**src/core/fe_pkg.sv**
```systemverilog
package fe_pkg;
   // line code groups, first transmitted bit in the msb
   localparam logic [4:0] SYM_J = 5'h18;
   localparam logic [4:0] SYM_K = 5'h11;
   localparam logic [4:0] SYM_T = 5'h0d;
   localparam logic [4:0] SYM_R = 5'h07;
   localparam logic [4:0] SYM_I = 5'h1f;
   localparam logic [9:0] SYM_JK = {SYM_J, SYM_K};
   localparam logic [9:0] WIN_IDLE = 10'h3ff;
   localparam logic [4:0] ENC_TAB [16] = '{5'h1e, 5'h09, 5'h14, 5'h15, 5'h0a, 5'h0b,
      5'h0e, 5'h0f, 5'h12, 5'h13, 5'h16, 5'h17, 5'h1a, 5'h1b, 5'h1c, 5'h1d};
   localparam logic [2:0] SYM_BITS = 3'h5;
   localparam logic [2:0] SYM_LAST = 3'h4;

   // frame layout, in nibbles
   localparam logic [3:0]  NIB_PRE = 4'h5;
   localparam logic [3:0]  NIB_SFD = 4'hd;
   localparam logic [11:0] PRE_NIB = 12'h010;
   localparam logic [11:0] MIN_NIB = 12'h080;
   localparam logic [11:0] MAX_NIB = 12'hbdc;
   localparam logic [11:0] TX_MIN_NIB = PRE_NIB - 12'h002 + MIN_NIB;
   localparam logic [11:0] LT_NIB = 12'h018;
   localparam logic [15:0] LEN_MAX = 16'h05dc;
   localparam logic [31:0] CRC_INIT = 32'hffffffff;
   localparam logic [31:0] CRC_POLY = 32'hedb88320;
   localparam logic [31:0] CRC_RESIDUE = 32'hdebb20e3;

   // scrambler and receive alignment
   localparam logic [10:0] SCR_SEED = 11'h0ff;
   localparam logic [6:0]  LOCK_BITS = 7'h40;
   localparam logic [3:0]  SEEK_BITS = 4'ha;

   // access timing, one bit time per clock
   localparam logic [9:0] FIRST_DEFERRAL_PHASE_BITS = 10'h040;
   localparam logic [9:0] SECOND_DEFERRAL_PHASE_BITS = 10'h020;
   localparam logic [9:0] SLOT_BITS = 10'h200;
   localparam logic [4:0] ATTEMPT_MAX = 5'h10;
   localparam logic [4:0] BACKOFF_K_MAX = 5'h0a;

   // 10 Mbit/s side
   localparam int CLK_NS = 20;
   localparam int SQE_DLY_NS = 1000;
   localparam int SQE_LEN_NS = 1000;
   localparam logic [6:0] SQE_DLY = 7'((SQE_DLY_NS + CLK_NS - 1) / CLK_NS);
   localparam logic [6:0] SQE_LEN = 7'(SQE_LEN_NS / CLK_NS);
   localparam int JABBER_MS = 20;
   localparam int LINK_MS = 16;
   localparam int JABBER_CYC = JABBER_MS * 1000000 / CLK_NS;
   localparam int LINK_CYC = LINK_MS * 1000000 / CLK_NS;
   localparam logic [7:0] ACT10_HOLD = 8'hff;

   typedef struct packed {
      logic       en;
      logic [3:0] data;
   } mii_nib_t;

   typedef struct packed {
      logic pos;
      logic neg;
   } mlt3_t;

   typedef struct packed {
      logic done;
      logic crc_err;
      logic pre_err;
      logic is_type;
      logic runt;
      logic oversize;
   } rx_stat_t;
endpackage : fe_pkg

```
**src/core/fast_ethernet_mac_pcs.sv**
```systemverilog
`timescale 1ns/1ps
`default_nettype none
// How it works
// RULE1: receive checks preamble nibbles then start-of-frame nibble before data
// RULE2: length/type above 05dc hex is reported as a type
// RULE3: short transmit frames flagged unless padding is disabled
// RULE4: received frame check sequence verified by crc-32 residue
// RULE5: first two preamble nibbles replaced by /J/K/
// RULE6: /T/R/ follows the last transmitted nibble
// RULE7: carrier without /J/K/ is dropped until idle returns
// RULE8: missing /T/R/ ends the frame with a crc error
// RULE9: carrier during the 64-bit gap phase restarts it
// RULE10: after the 32-bit phase transmit is permitted regardless of carrier
// RULE11: back-off draws 0 to 2^min(n,10)-1 slot times
// RULE12: transmit nibble sampled on each nibble strobe and 4B/5B encoded
// RULE13: idle code groups sent whenever no frame is active
// RULE14: every code group scrambled, seeded at reset
// RULE15: symbols serialised, NRZ to NRZI, then MLT3
// RULE16: receive NRZI to NRZ, descramble, pack and decode to nibbles
// RULE17: carrier on two non-adjacent zeros in ten bits, off at /T/ or idle
// RULE18: half duplex carrier covers transmit too, full duplex receive only
// RULE19: loop-back keeps idle MLT3 on the line
// RULE20: 100 Mbit/s loop-back feeds transmit NRZI into receive NRZI decoder
// RULE21: 10 Mbit/s loop-back feeds Manchester output to receive recovery
// RULE22: 10 Mbit/s gives collision, SQE test, Manchester, link test, jabber
// RULE23: full duplex ignores collision so no back-off happens
// RULE24: eleven-stage scrambler, descrambler locks on idle first
// RULE25: sixteen failed attempts abandon the frame with an error
module fast_ethernet_mac_pcs #(
   parameter int JABBER_LIMIT = fe_pkg::JABBER_CYC,
   parameter int LINK_PERIOD  = fe_pkg::LINK_CYC
) (
   input  wire logic             clk,
   input  wire logic             rst,
   input  wire fe_pkg::mii_nib_t tx,
   input  wire logic             pad_disable,
   input  wire logic             full_duplex,
   input  wire logic             loopback,
   input  wire logic             speed10,
   input  wire logic             rx_line_nrzi,
   input  wire logic             rx_line_man,
   output logic                  nibble_stb,
   output fe_pkg::mlt3_t         line,
   output logic                  man_line,
   output fe_pkg::mii_nib_t      rx,
   output fe_pkg::rx_stat_t      rx_stat,
   output logic                  crs,
   output logic                  col,
   output logic                  tx_permit,
   output logic                  excess_col,
   output logic                  tx_short,
   output logic                  jabber
);
   typedef enum logic [1:0] {TX_IDLE, TX_K, TX_DATA, TX_R} tx_st_t;
   typedef enum logic [2:0] {RX_IDLE, RX_SEEK, RX_DATA, RX_END, RX_WAIT} rx_st_t;
   typedef enum logic [2:0] {M_DEFER1, M_DEFER2, M_READY, M_TX, M_BACKOFF} mac_st_t;

   tx_st_t      tx_st;
   rx_st_t      rx_st;
   mac_st_t     mac_st;
   logic [2:0]  sym_cnt;
   logic [4:0]  tx_sh;
   logic [11:0] tx_nib;
   logic [10:0] scr;
   logic        loop_nrzi;
   logic        loop_q;
   logic [1:0]  mlt_ph;
   logic [2:0]  nrzi_q;
   logic [2:0]  man_q;
   logic        nrzi_pin;
   logic        man_pin;
   logic        rx_prev;
   logic [10:0] dscr;
   logic        locked;
   logic [6:0]  lock_cnt;
   logic [9:0]  win;
   logic [3:0]  seek_cnt;
   logic [2:0]  rx_bc;
   logic        crs_rx;
   logic        sfd_seen;
   logic        bad;
   logic [31:0] crc;
   logic [11:0] nib_cnt;
   logic [15:0] lt;
   logic        half;
   logic        man_prev;
   logic [7:0]  act10;
   logic [6:0]  sqe_cnt;
   logic [31:0] jab_cnt;
   logic [31:0] link_cnt;
   logic [9:0]  dcnt;
   logic [9:0]  slots;
   logic [4:0]  attempts;
   logic        collided;

   logic        sym_stb;
   logic        tx_act;
   logic        tx_bit;
   logic        key;
   logic        scr_data;
   logic        scr_line;
   logic [1:0]  next_mlt_ph;
   logic        rx_nrzi;
   logic        nrz;
   logic        dkey;
   logic        plain;
   logic        carrier;
   logic [4:0]  sym;
   logic        sym_ok;
   logic [3:0]  sym_nib;
   logic        man_in;
   logic        act_any;
   logic        col_now;

   function automatic logic two_apart(input logic [9:0] w);
      logic f;
      f = 1'b0;
      for (int i = 0; i < 8; i++)
         for (int j = i + 2; j < 10; j++)
            if (!w[i] && !w[j])
               f = 1'b1;
      return f;
   endfunction : two_apart

   function automatic logic [31:0] crc_nib(input logic [31:0] c, input logic [3:0] d);
      logic [31:0] r;
      r = c;
      for (int i = 0; i < 4; i++)
         r = (r >> 1) ^ ((r[0] ^ d[i]) ? fe_pkg::CRC_POLY : 32'h0);
      return r;
   endfunction : crc_nib

   // ---- transmit code groups
   assign sym_stb = (sym_cnt == fe_pkg::SYM_LAST);
   assign tx_act  = (tx_st != TX_IDLE);
   assign tx_bit  = tx_sh[4];

   always_ff @(posedge clk)
      if (rst || sym_stb)
         sym_cnt <= 3'h0;
      else
         sym_cnt <= sym_cnt + 3'h1;

   always_ff @(posedge clk)
      nibble_stb <= !rst && (sym_cnt == fe_pkg::SYM_LAST - 3'h1);

   always_ff @(posedge clk)
   begin
      tx_short <= 1'b0;
      if (rst)
      begin
         tx_st  <= TX_IDLE;
         tx_sh  <= fe_pkg::SYM_I;
         tx_nib <= 12'h0;
      end
      else if (sym_stb)
         unique case (tx_st)
            TX_IDLE:
               if (tx.en && !jabber)
               begin
                  tx_sh  <= fe_pkg::SYM_J; // see RULE5
                  tx_st  <= TX_K;
                  tx_nib <= 12'h0;
               end
               else
                  tx_sh <= fe_pkg::SYM_I; // see RULE13
            TX_K:
            begin
               tx_sh <= fe_pkg::SYM_K; // see RULE5
               tx_st <= TX_DATA;
            end
            TX_DATA:
               if (tx.en && !jabber)
               begin
                  tx_sh  <= fe_pkg::ENC_TAB[tx.data]; // see RULE12
                  tx_nib <= tx_nib + 12'h1;
               end
               else
               begin
                  tx_sh    <= fe_pkg::SYM_T; // see RULE6
                  tx_st    <= TX_R;
                  tx_short <= !pad_disable && (tx_nib < fe_pkg::TX_MIN_NIB); // see RULE3
               end
            TX_R:
            begin
               tx_sh <= fe_pkg::SYM_R; // see RULE6
               tx_st <= TX_IDLE;
            end
         endcase
      else
         tx_sh <= {tx_sh[3:0], 1'b0};
   end

   // ---- scrambler, NRZI and MLT3
   // the loop-back copy uses the same key so the local receiver sees real data
   assign key      = scr[10] ^ scr[8];
   assign scr_data = tx_bit ^ key; // see RULE14
   assign scr_line = (loopback ? 1'b1 : tx_bit) ^ key; // see RULE19
   assign next_mlt_ph = mlt_ph + {1'b0, scr_line};

   always_ff @(posedge clk)
      if (rst)
         scr <= fe_pkg::SCR_SEED; // see RULE24
      else
         scr <= {scr[9:0], key};

   always_ff @(posedge clk)
      if (rst)
      begin
         loop_nrzi <= 1'b0;
         mlt_ph    <= 2'h0;
         line      <= '0;
      end
      else
      begin
         loop_nrzi <= loop_nrzi ^ scr_data; // see RULE15
         mlt_ph    <= next_mlt_ph;
         line.pos  <= !speed10 && (next_mlt_ph == 2'h1); // see RULE15
         line.neg  <= !speed10 && (next_mlt_ph == 2'h3);
      end

   // ---- pin synchronisers
   always_ff @(posedge clk)
      if (rst)
      begin
         nrzi_q   <= 3'h0;
         man_q    <= 3'h0;
         nrzi_pin <= 1'b0;
         man_pin  <= 1'b0;
      end
      else
      begin
         nrzi_q <= {nrzi_q[1:0], rx_line_nrzi};
         man_q  <= {man_q[1:0], rx_line_man};
         // line bits may change every clock, so no agreement wait here
         nrzi_pin <= nrzi_q[2];
         if (man_q[1] == man_q[2])
            man_pin <= man_q[2];
      end

   // ---- receive NRZI, descrambler, window
   assign rx_nrzi = loopback ? loop_nrzi : nrzi_pin; // see RULE20
   assign nrz     = rx_nrzi ^ rx_prev; // see RULE16
   assign dkey    = dscr[10] ^ dscr[8];
   assign plain   = nrz ^ dkey;
   assign carrier = two_apart(win); // see RULE17

   always_ff @(posedge clk)
      loop_q <= loopback;

   // before lock, idle plaintext is all ones, so the key is the inverted cipher
   always_ff @(posedge clk)
      if (rst)
      begin
         rx_prev  <= 1'b0;
         dscr     <= 11'h0;
         locked   <= 1'b0;
         lock_cnt <= 7'h0;
         win      <= fe_pkg::WIN_IDLE;
      end
      else
      begin
         rx_prev <= rx_nrzi;
         dscr    <= {dscr[9:0], locked ? dkey : !nrz}; // see RULE24
         if (loopback != loop_q)
         begin
            // the two receive paths differ in latency, so lock again
            locked   <= 1'b0;
            lock_cnt <= 7'h0;
         end
         else if (!locked)
         begin
            lock_cnt <= (dkey == !nrz) ? lock_cnt + 7'h1 : 7'h0;
            locked   <= (lock_cnt == fe_pkg::LOCK_BITS - 7'h1);
         end
         else
            win <= {win[8:0], plain};
      end

   // ---- receive framing
   assign sym = win[4:0];

   always_comb
   begin
      sym_ok  = 1'b0;
      sym_nib = 4'h0;
      for (int i = 0; i < 16; i++)
         if (fe_pkg::ENC_TAB[i] == sym)
         begin
            sym_ok  = 1'b1;
            sym_nib = 4'(i); // see RULE16
         end
   end

   always_ff @(posedge clk)
   begin
      rx_stat.done <= 1'b0;
      if (rst)
      begin
         rx_st    <= RX_IDLE;
         crs_rx   <= 1'b0;
         seek_cnt <= 4'h0;
         rx_bc    <= 3'h0;
         sfd_seen <= 1'b0;
         bad      <= 1'b0;
         crc      <= fe_pkg::CRC_INIT;
         nib_cnt  <= 12'h0;
         lt       <= 16'h0;
         rx       <= '0;
         rx_stat  <= '0;
      end
      else if (locked)
      begin
         rx_bc <= (rx_bc == fe_pkg::SYM_BITS) ? 3'h1 : rx_bc + 3'h1;
         unique case (rx_st)
            RX_IDLE:
               if (carrier)
               begin
                  crs_rx   <= 1'b1; // see RULE17
                  rx_st    <= RX_SEEK;
                  seek_cnt <= 4'h0;
               end
            RX_SEEK:
               if (win == fe_pkg::SYM_JK)
               begin
                  rx_st    <= RX_DATA;
                  rx_bc    <= 3'h1;
                  sfd_seen <= 1'b0;
                  bad      <= 1'b0;
                  crc      <= fe_pkg::CRC_INIT;
                  nib_cnt  <= 12'h0;
               end
               else if (seek_cnt == fe_pkg::SEEK_BITS - 4'h1)
                  rx_st <= RX_WAIT; // see RULE7
               else
                  seek_cnt <= seek_cnt + 4'h1;
            RX_DATA:
               if (rx_bc == fe_pkg::SYM_BITS)
               begin
                  if (sym_ok && !sfd_seen)
                  begin
                     sfd_seen <= (sym_nib == fe_pkg::NIB_SFD);
                     if (sym_nib != fe_pkg::NIB_SFD && sym_nib != fe_pkg::NIB_PRE)
                        bad <= 1'b1; // see RULE1
                  end
                  else if (sym_ok)
                  begin
                     rx.en   <= 1'b1;
                     rx.data <= sym_nib;
                     crc     <= crc_nib(crc, sym_nib); // see RULE4
                     nib_cnt <= nib_cnt + 12'h1;
                     unique case (nib_cnt)
                        fe_pkg::LT_NIB:          lt[11:8]  <= sym_nib;
                        fe_pkg::LT_NIB + 12'h1:  lt[15:12] <= sym_nib;
                        fe_pkg::LT_NIB + 12'h2:  lt[3:0]   <= sym_nib;
                        fe_pkg::LT_NIB + 12'h3:  lt[7:4]   <= sym_nib;
                        default:                 lt        <= lt;
                     endcase
                  end
                  else if (sym == fe_pkg::SYM_T)
                  begin
                     rx_st  <= RX_END;
                     crs_rx <= 1'b0; // see RULE17
                  end
                  else
                  begin
                     // idle or junk where the end pair should be
                     rx_st           <= RX_WAIT;
                     rx.en           <= 1'b0;
                     rx_stat.done    <= 1'b1;
                     rx_stat.crc_err <= 1'b1; // see RULE8
                     rx_stat.pre_err <= bad || !sfd_seen;
                     rx_stat.is_type <= (lt > fe_pkg::LEN_MAX);
                     rx_stat.runt    <= (nib_cnt < fe_pkg::MIN_NIB);
                     rx_stat.oversize <= (nib_cnt > fe_pkg::MAX_NIB);
                  end
               end
            RX_END:
               if (rx_bc == fe_pkg::SYM_BITS)
               begin
                  rx_st           <= RX_WAIT;
                  rx.en           <= 1'b0;
                  rx_stat.done    <= 1'b1;
                  rx_stat.crc_err <= (sym != fe_pkg::SYM_R) ||
                                     (crc != fe_pkg::CRC_RESIDUE); // see RULE8
                  rx_stat.pre_err <= bad || !sfd_seen; // see RULE1
                  rx_stat.is_type <= (lt > fe_pkg::LEN_MAX); // see RULE2
                  rx_stat.runt    <= (nib_cnt < fe_pkg::MIN_NIB);
                  rx_stat.oversize <= (nib_cnt > fe_pkg::MAX_NIB);
               end
            RX_WAIT:
               // the end pair itself holds zeros, so rearm only on clean idle
               if (win == fe_pkg::WIN_IDLE)
               begin
                  rx_st  <= RX_IDLE;
                  crs_rx <= 1'b0; // see RULE17
               end
         endcase
      end
   end

   // ---- 10 Mbit/s: Manchester, link test, jabber, SQE
   assign man_in  = loopback ? man_line : man_pin; // see RULE21
   assign act_any = speed10 ? (act10 != 8'h0) : crs_rx;

   always_ff @(posedge clk)
      if (rst)
      begin
         half     <= 1'b0;
         man_prev <= 1'b0;
         act10    <= 8'h0;
         man_line <= 1'b0;
         link_cnt <= 32'h0;
      end
      else
      begin
         half     <= !half;
         man_prev <= man_in;
         if (man_in != man_prev)
            act10 <= fe_pkg::ACT10_HOLD;
         else if (act10 != 8'h0)
            act10 <= act10 - 8'h1;
         if (tx_act || !speed10 || link_cnt == 32'(LINK_PERIOD - 1))
            link_cnt <= 32'h0;
         else
            link_cnt <= link_cnt + 32'h1;
         man_line <= speed10 && (tx_act ? (tx_bit ^ half) :
                     (link_cnt == 32'(LINK_PERIOD - 1))); // see RULE22
      end

   always_ff @(posedge clk)
      if (rst || !tx.en)
      begin
         jab_cnt <= 32'h0;
         jabber  <= 1'b0;
      end
      else if (speed10 && tx_act)
      begin
         if (jab_cnt == 32'(JABBER_LIMIT - 1))
            jabber <= 1'b1; // see RULE22
         else
            jab_cnt <= jab_cnt + 32'h1;
      end

   // SQE test pulse a short while after each half-duplex 10 Mbit/s transmission
   always_ff @(posedge clk)
      if (rst)
         sqe_cnt <= 7'h0;
      else if (speed10 && !full_duplex && tx_st == TX_R && sym_stb)
         sqe_cnt <= fe_pkg::SQE_DLY + fe_pkg::SQE_LEN; // see RULE22
      else if (sqe_cnt != 7'h0)
         sqe_cnt <= sqe_cnt - 7'h1;

   // ---- carrier sense and collision
   assign col_now = !full_duplex && !loopback && tx_act && act_any; // see RULE23

   always_ff @(posedge clk)
      if (rst)
      begin
         crs <= 1'b0;
         col <= 1'b0;
      end
      else
      begin
         crs <= act_any || (tx_act && !full_duplex); // see RULE18
         col <= col_now || (sqe_cnt != 7'h0 && sqe_cnt <= fe_pkg::SQE_LEN); // see RULE22
      end

   // ---- deferral and back-off
   always_ff @(posedge clk)
   begin
      excess_col <= 1'b0;
      if (rst)
      begin
         mac_st    <= M_DEFER1;
         dcnt      <= 10'h0;
         slots     <= 10'h0;
         attempts  <= 5'h0;
         collided  <= 1'b0;
         tx_permit <= 1'b0;
      end
      else
      begin
         tx_permit <= (mac_st == M_READY);
         unique case (mac_st)
            M_DEFER1:
               if (act_any || tx_act)
                  dcnt <= 10'h0; // see RULE9
               else if (dcnt == fe_pkg::FIRST_DEFERRAL_PHASE_BITS - 10'h1)
               begin
                  dcnt   <= 10'h0;
                  mac_st <= M_DEFER2;
               end
               else
                  dcnt <= dcnt + 10'h1;
            M_DEFER2:
               if (dcnt == fe_pkg::SECOND_DEFERRAL_PHASE_BITS - 10'h1)
                  mac_st <= M_READY; // see RULE10
               else
                  dcnt <= dcnt + 10'h1;
            M_READY:
               if (tx_act)
               begin
                  mac_st   <= M_TX;
                  collided <= 1'b0;
               end
            M_TX:
               if (col_now)
                  collided <= 1'b1;
               else if (!tx_act)
               begin
                  dcnt <= 10'h0;
                  if (!collided)
                  begin
                     attempts <= 5'h0;
                     mac_st   <= M_DEFER1;
                  end
                  else if (attempts == fe_pkg::ATTEMPT_MAX - 5'h1)
                  begin
                     attempts   <= 5'h0;
                     excess_col <= 1'b1; // see RULE25
                     mac_st     <= M_DEFER1;
                  end
                  else
                  begin
                     attempts <= attempts + 5'h1;
                     // scrambler state doubles as the random source
                     slots    <= scr[9:0] & 10'((11'h1 << ((attempts < fe_pkg::BACKOFF_K_MAX)
                                 ? attempts + 5'h1 : fe_pkg::BACKOFF_K_MAX)) - 11'h1); // see RULE11
                     mac_st   <= M_BACKOFF;
                  end
               end
            M_BACKOFF:
               if (slots == 10'h0)
                  mac_st <= M_DEFER1;
               else if (dcnt == fe_pkg::SLOT_BITS - 10'h1)
               begin
                  dcnt  <= 10'h0;
                  slots <= slots - 10'h1; // see RULE11
               end
               else
                  dcnt <= dcnt + 10'h1;
            default:
               mac_st <= M_DEFER1;
         endcase
      end
   end
endmodule : fast_ethernet_mac_pcs
`default_nettype wire

```
**config.mk**
```make
export PLATFORM = sky130hd
export DESIGN_NAME = fast_ethernet_mac_pcs
export DESIGN_NICKNAME = d
export VERILOG_FILES = /design/src/core/fe_pkg.sv /design/src/core/fast_ethernet_mac_pcs.sv
export SDC_FILE = /design/constraint.sdc
export NUM_CORES = 1
export LEC_CHECK = 0
export BUFFER_PORTS_ARGS = -buffer_cell sky130_fd_sc_hd__buf_2
export CAP_MARGIN = 40
export CELL_PAD_IN_SITES_DETAIL_PLACEMENT = 0
export CELL_PAD_IN_SITES_GLOBAL_PLACEMENT = 1
export CORE_ASPECT_RATIO = 0.6
export CORE_UTILIZATION = 40
export CTS_BUF_LIST = sky130_fd_sc_hd__clkbuf_4
export DETAILED_ROUTE_END_ITERATION = 7
export GPL_TIMING_DRIVEN = 0
export PLACE_DENSITY_LB_ADDON = 0.3
export REMOVE_ABC_BUFFERS = 1
export SLEW_MARGIN = 30
export SYNTH_ARGS = -nofsm -noshare
export SYNTH_HDL_FRONTEND = slang
export SYNTH_SLANG_ARGS = --single-unit
```
**constraint.sdc**
```tcl
create_clock -name clk -period 2.8 [get_ports clk]
set_clock_uncertainty 0.05 [all_clocks]
set_input_delay 0.14 -clock clk [delete_from_list [all_inputs] [get_ports clk]]
set_output_delay 0.14 -clock clk [all_outputs]
set_load 0.02 [all_outputs]
```
### Yosys cells after proc, flatten, opt, wreduce, memory -nomap -nowiden

Memory sizes are Yosys's and may differ from the RTL's.
Cells that the tools add are included.

| storage, ports and cells | value |
|---|---|
| register bits after elaboration | 279 |
| memory bits (read-only) | 80 |
| memories kept | 1 |

Memory list:

| name | words | width | read ports | clocked after Yosys merged registers in | write ports | RTL line | text |
|---|---|---|---|---|---|---|---|
| (name not given) | 16 | 5 | 1 | 0 | 0 | fast_ethernet_mac_pcs.sv:175 | `tx_sh <= fe_pkg::ENC_TAB[tx.data];` |

| operators by class | value |
|---|---|
| add/subtract/negate cells | 15 |
| magnitude comparators | 7 |
| equal/unequal tests | 88 |
| shift-type cells | 1 |
| muxes and demuxes | 182 |
| bitwise gates (word level) | 28 |
| reductions and logical operators | 128 |

Operator list:

| kind | count |
|---|---|
| 2-to-1 mux 32 bit | 8 |
| 2-to-1 mux 10 bit | 13 |
| XOR 31 x 32 -> 32 bit | 4 |
| 2-to-1 mux 1 bit | 78 |
| 2-to-1 mux 12 bit | 6 |
| 2-to-1 mux 4 bit | 18 |
| 2-to-1 mux 3 bit | 22 |
| adder 32 x 1 -> 32 bit, second input constant | 2 |
| equality test 32 x 20 -> 1 bit, second input constant | 2 |
| case mux 32 bit (2 select lines) | 1 |
| inequality test 2 bit, second input constant | 30 |
| equality test 5 bit, first input constant | 11 |
| logical AND 1 bit | 53 |
| equality test 12 x 5 -> 1 bit, second input constant | 4 |
| case mux 12 bit (2 select lines) | 2 |
| 2-to-1 mux 5 bit | 9 |
| AND reduction 6 bit | 7 |
| case mux 10 bit (4 select lines) | 1 |
| inequality test 32 bit, second input constant | 1 |
| 2-to-1 mux 6 bit | 5 |
| case mux 3 bit (5 select lines) | 2 |
| equality test 4 x 5 -> 1 bit, first input constant | 5 |
| adder 12 x 1 -> 12 bit, second input constant | 2 |
| < comparator 12 x 8 -> 1 bit, second input constant | 2 |
| other kinds (66) | 161 |

### Logic depth before layout (Yosys ltp)

| depth | value |
|---|---|
| word-level depth | 40 |
| mapped depth | 13 |
| mapped depth without buffers | 12 |

### Worst setup path before layout

Ideal clock, no wire load.

| path | value |
|---|---|
| path type | register -> register |
| from | register attempts[0] |
| to | register slots[4] |
| setup time | 70 ps |
| arrival | 2764 ps |
| data required time | 2680 ps |
| setup slack | -84 ps |
| stages on the path, launching flop included | 13 |
| buffers on the path | 1 |
| clock period less this slack | 2884 ps |
| cell sequence | dfxtp_1 > ha_1 > clkbuf_1 > nand3_1 > inv_1 > ha_1 > nand4_1 > or3_1 > ha_1 > or4_1 > a21oi_1 > o31ai_1 > a21oi_1 |

| on the way | value |
|---|---|
| word-level cells in the longest chain between the ends | 10 |
| elaborated cells on any way between the ends | 14 |

Ends and longest elaborated chain:

| what | RTL line | text |
|---|---|---|
| from (decl) | fast_ethernet_mac_pcs.sv:93 | `logic [4:0] attempts;` |
| from (signal assigned) | fast_ethernet_mac_pcs.sv:526 | `attempts <= attempts + 5'h1;` |
| adder 5 x 1 -> 5 bit / < comparator 5 x 4 -> 1 bit (equally long branches) | fast_ethernet_mac_pcs.sv:529, fast_ethernet_mac_pcs.sv:528 |  |
| 2-to-1 mux 5 bit | fast_ethernet_mac_pcs.sv:529 | `? attempts + 5'h1 : fe_pkg::BACKOFF_K_MAX)) - 11'h1);` |
| << shifter 1 x 5 -> 10 bit | fast_ethernet_mac_pcs.sv:528 | `slots <= scr[9:0] & 10'((11'h1 << ((attempts < fe_pkg::BACKOFF_K_MAX)` |
| subtractor 10 x 1 -> 10 bit | fast_ethernet_mac_pcs.sv:529 |  |
| AND 10 bit | fast_ethernet_mac_pcs.sv:528 |  |
| 2-to-1 mux 10 bit | fast_ethernet_mac_pcs.sv:518 | `else if (attempts == fe_pkg::ATTEMPT_MAX - 5'h1)` |
| 2-to-1 mux 10 bit | fast_ethernet_mac_pcs.sv:513 | `if (!collided)` |
| 2-to-1 mux 10 bit | fast_ethernet_mac_pcs.sv:510 | `else if (!tx_act)` |
| 2-to-1 mux 10 bit | fast_ethernet_mac_pcs.sv:508 | `if (col_now)` |
| case mux 10 bit (2 select lines) | fast_ethernet_mac_pcs.sv:485 | `unique case (mac_st)` |
| to (signal assigned) | fast_ethernet_mac_pcs.sv:528 |  |
| to (signal assigned) | fast_ethernet_mac_pcs.sv:539 | `slots <= slots - 10'h1;` |
| to (decl) | fast_ethernet_mac_pcs.sv:92 | `logic [9:0] slots;` |

Parallel ways exist; a longest one is shown, timed or not. The select of a mux whose other input is x is not followed.
A chain may end at the register's enable or synchronous reset.

### Worst setup path after layout

| path | value |
|---|---|
| from | register attempts[1] |
| to | register slots[4] |

Same word-level chain as after synthesis.

==> flow_summary.yaml <==
cells_and_area:
  drive_above_1_share_pct: 14.6
  n_fill_cell: 3126
  fin_util_pct: 47.3
  final_nets: 1638
  areaGrowthSynthToFinish_pct: 14.9
synth:
  synth_top_area_share_pct: 43.0
  syn_area_um2: 13000
  ys_warn_count: 0
  synth_area_leaders: "dfxtp_1, nor2_1, xnor2_1"
  async_flop_share_pct: 0
  yosys.area.top_type: "dfxtp_1"
  avgSynthCellArea_um2: 8.55
  synth_ff_type: "dfxtp_1"
  synth-seq-cells: 279
  synthDistinctLibCells: 77
  synth_enable_flop_cells: 0
  synth.most_common_cell: "dfxtp_1"
  ys_top_cells_by_count: "dfxtp_1, nor2_1, nand2_1, xnor2_1, a21oi_1"
  synthesis.instances: 1518
  yosysSeqAreaShare_pct: 43.0
pwr:
  power_density_nw_per_um2: 576
  p_seq_share_pct: 48.9
  pwr-share-comb_pct: 9.5
  p_leak_nw: 5.51
  p_switching_mw: 2.21
  ir_drop_mv: 0.363
  clkPwrFrac_pct: 41.7
  p_int_mw: 6.37
  power_mw: 8.59
  switching_share_pct: 25.8
global_routing:
  grt_first_pass_wirelength_mm: 50.9
  grt_overflow_total: 0
  grt.total_usage_pct: 18.7
  antenna_found_initial: 1
  grt_max_degree: 80
  grt_pass1_vias: 9936
sta:
  fin_ws_ns: 0.0629
  grt_setup_unrepaired: "true"
  min_period_ns: 2.74
  fin_tns_setup_ns: 0
  tightest_slew_ns: 0.738
  min_period_over_period_pct: 97.8
  drv_slew: 0
  finalHoldViolCount: 0
  max_freq_ghz: 0.365
  slew_headroom_pct: 50.6
  setup_viol: 0
setup_path:
  cp_common_cell: "ha_4"
  cp-end-kind: "flop"
  crit_family: "simple AND/OR/NAND/NOR gates"
  worst-path-max-fanout: 5
  critical_path_class: "flop to flop"
  crit_path_cell_trace: "ha_4, nand3_2, inv_2, ha_4, nand4_1, or3_4, ha_4, or4_4, a21oi_4, o31ai_2, a21oi_1"
  worst_setup_path_start_kind: "flop"
  slowest_delay_ns: 0.52
  cp_slowest_cell: "or4_4"
  r2r_slack_ns: 0.06
  path_buf_inv: 1
  cp.required_ns: 3.41
  arrival_ns: 3.34
cts:
  cts_max_path_buffers: 3
  cts.sinks: 279
  ctsHtreeMaxLevel: 3
  cts_buffers: 72
  cts.clk_slew.worst_paths_ns: 0.07
  clk_latency_ns: 0.75
  clock-root-buffer: "clkbuf_4"
  cts_tree: "built"
floorplanning:
  rows: 50
  ioPinCount: 34
  die_area_um2: 33200
  initial_core_util_pct: 41.2
  die_w_um: 235
  die_h_um: 142
  core_area_um2: 31500
run_status:
  status: "finished, final reports clean"
placement:
  port_buffers: 33
  dpl.hpwl_mm: 20.9
  gp_congestion: 0.800
  place_ws_ns: -0.543
routing:
  drc_errors: 0
  dr.first_iter.drc_count: 667
  dr.pass1.iters: 5
  ant_nets: 0
  drt-total-wl_mm: 30.9
  routedWlPerCell_um: 15.0
  vias: 10800
  vias_per_cell: 5.26
flow_run:
  maxCapViolCount: 0
worst_hold_path:
  worstHoldPathType: "input port to flop"
[per-layer routing]
layer | global-route usage (%) | up-vias | part of all wire (%)
li1 | - | 5532 | -
met1 | 28.8 | 5054 | 56
met2 | 24.5 | 213 | 38
met3 | 4.79 | 41 | 5.0
met4 | 5.92 | 0 | 1.4
met5 | 0 | - | 0
[metrics by stage]
| step | area (um^2) | hold slack [ns] | std cells |
|---|---|---|---|
| after floorplan | 12700 | 0.118 | 1452 |
| after global placement | 13400 | 0.307 | 1901 |
| after detailed placement | 13500 | 0.305 | 1908 |
| after CTS | 14800 | 0.126 | 2051 |
| after global routing | 14900 | 0.139 | 2062 |
| final | 14900 | 0.200 | 2062 |
[timing repair]
action | in CTS | in global routing
pin swaps | 6 | 6
setup endpoints to repair | 55 | 19
gates resized for setup | 25 | 15
hold buffers | 19 | 0
setup buffers | 4 | 5
endpoints found under the hold margin | 117 | 0
[kinds of logic after synthesis]
kind of cell / count (synthesis) / synth area share, %
compound gates: 235 / 11.6
xor+xnor: 142 / 10.4
fa+ha+maj: 26 / 2.51
buf+inv: 110 / 3.26
flops: 279 / 43.0
mux: 27 / 2.12
simple gates: 699 / 27.1
[power by group through the flow]
stage / clock (mW) / sequential, mW / combinational (mW)
finish: 3.58 / 4.20 / 0.812
global route: 3.92 / 4.22 / 0.918
CTS: 3.73 / 4.20 / 0.817
detailed placement: 0 / 4.28 / 0.793
global placement: 0 / 4.29 / 0.761
floorplan: 0 / 4.28 / 0.587
[worst paths after layout]
path | start | end | cells after the start
worst max-delay path | attempts[1]$_SDFFE_PP0P_ | slots[4]$_SDFFE_PP0P_ | 11
worst min-delay path | loopback | loop_q$_DFF_P_ | 2
worst max register to register | attempts[1]$_SDFFE_PP0P_ | slots[4]$_SDFFE_PP0P_ | 11
worst min register to register | half$_SDFF_PP0_ | half$_SDFF_PP0_ | 1
[layout by cell type (no fill, tap or decap), types with 40 or more instances in the layout]
cell type / instances
nand3_1: 49
inv_1: 42
xnor2_1: 76
xor2_1: 56
clkbuf_4: 106
nand4_1: 40
a21oi_1: 70
nor3_1: 54
dfxtp_1: 267
nand2_1: 149
o21ai_0: 53
nor2_1: 188
[registers in the layout, indices dropped and copies added, names as in the netlist, 8 cells and up]
signal	flops
nib_cnt	12
dscr	11
dcnt	10
scr	11
lt	16
link_cnt	32
crc	32
slots	10
tx_nib	12
win	10
act10	8
jab_cnt	32
[area by class of cell]
class	instances	area (um^2)	area share, %
Sequential cell	279	5610	37.6
Clock buffer	105	788	5.29
Inverter	44	166	1.12
Timing Repair Buffer	73	567	3.80
Multi-Input combinational cell	1129	7140	47.9
Clock inverter	15	120	0.805
Tap cell	416	520	3.49
Antenna cell	1	2.50	0.0168
Power figures use the tool's default switching activity.
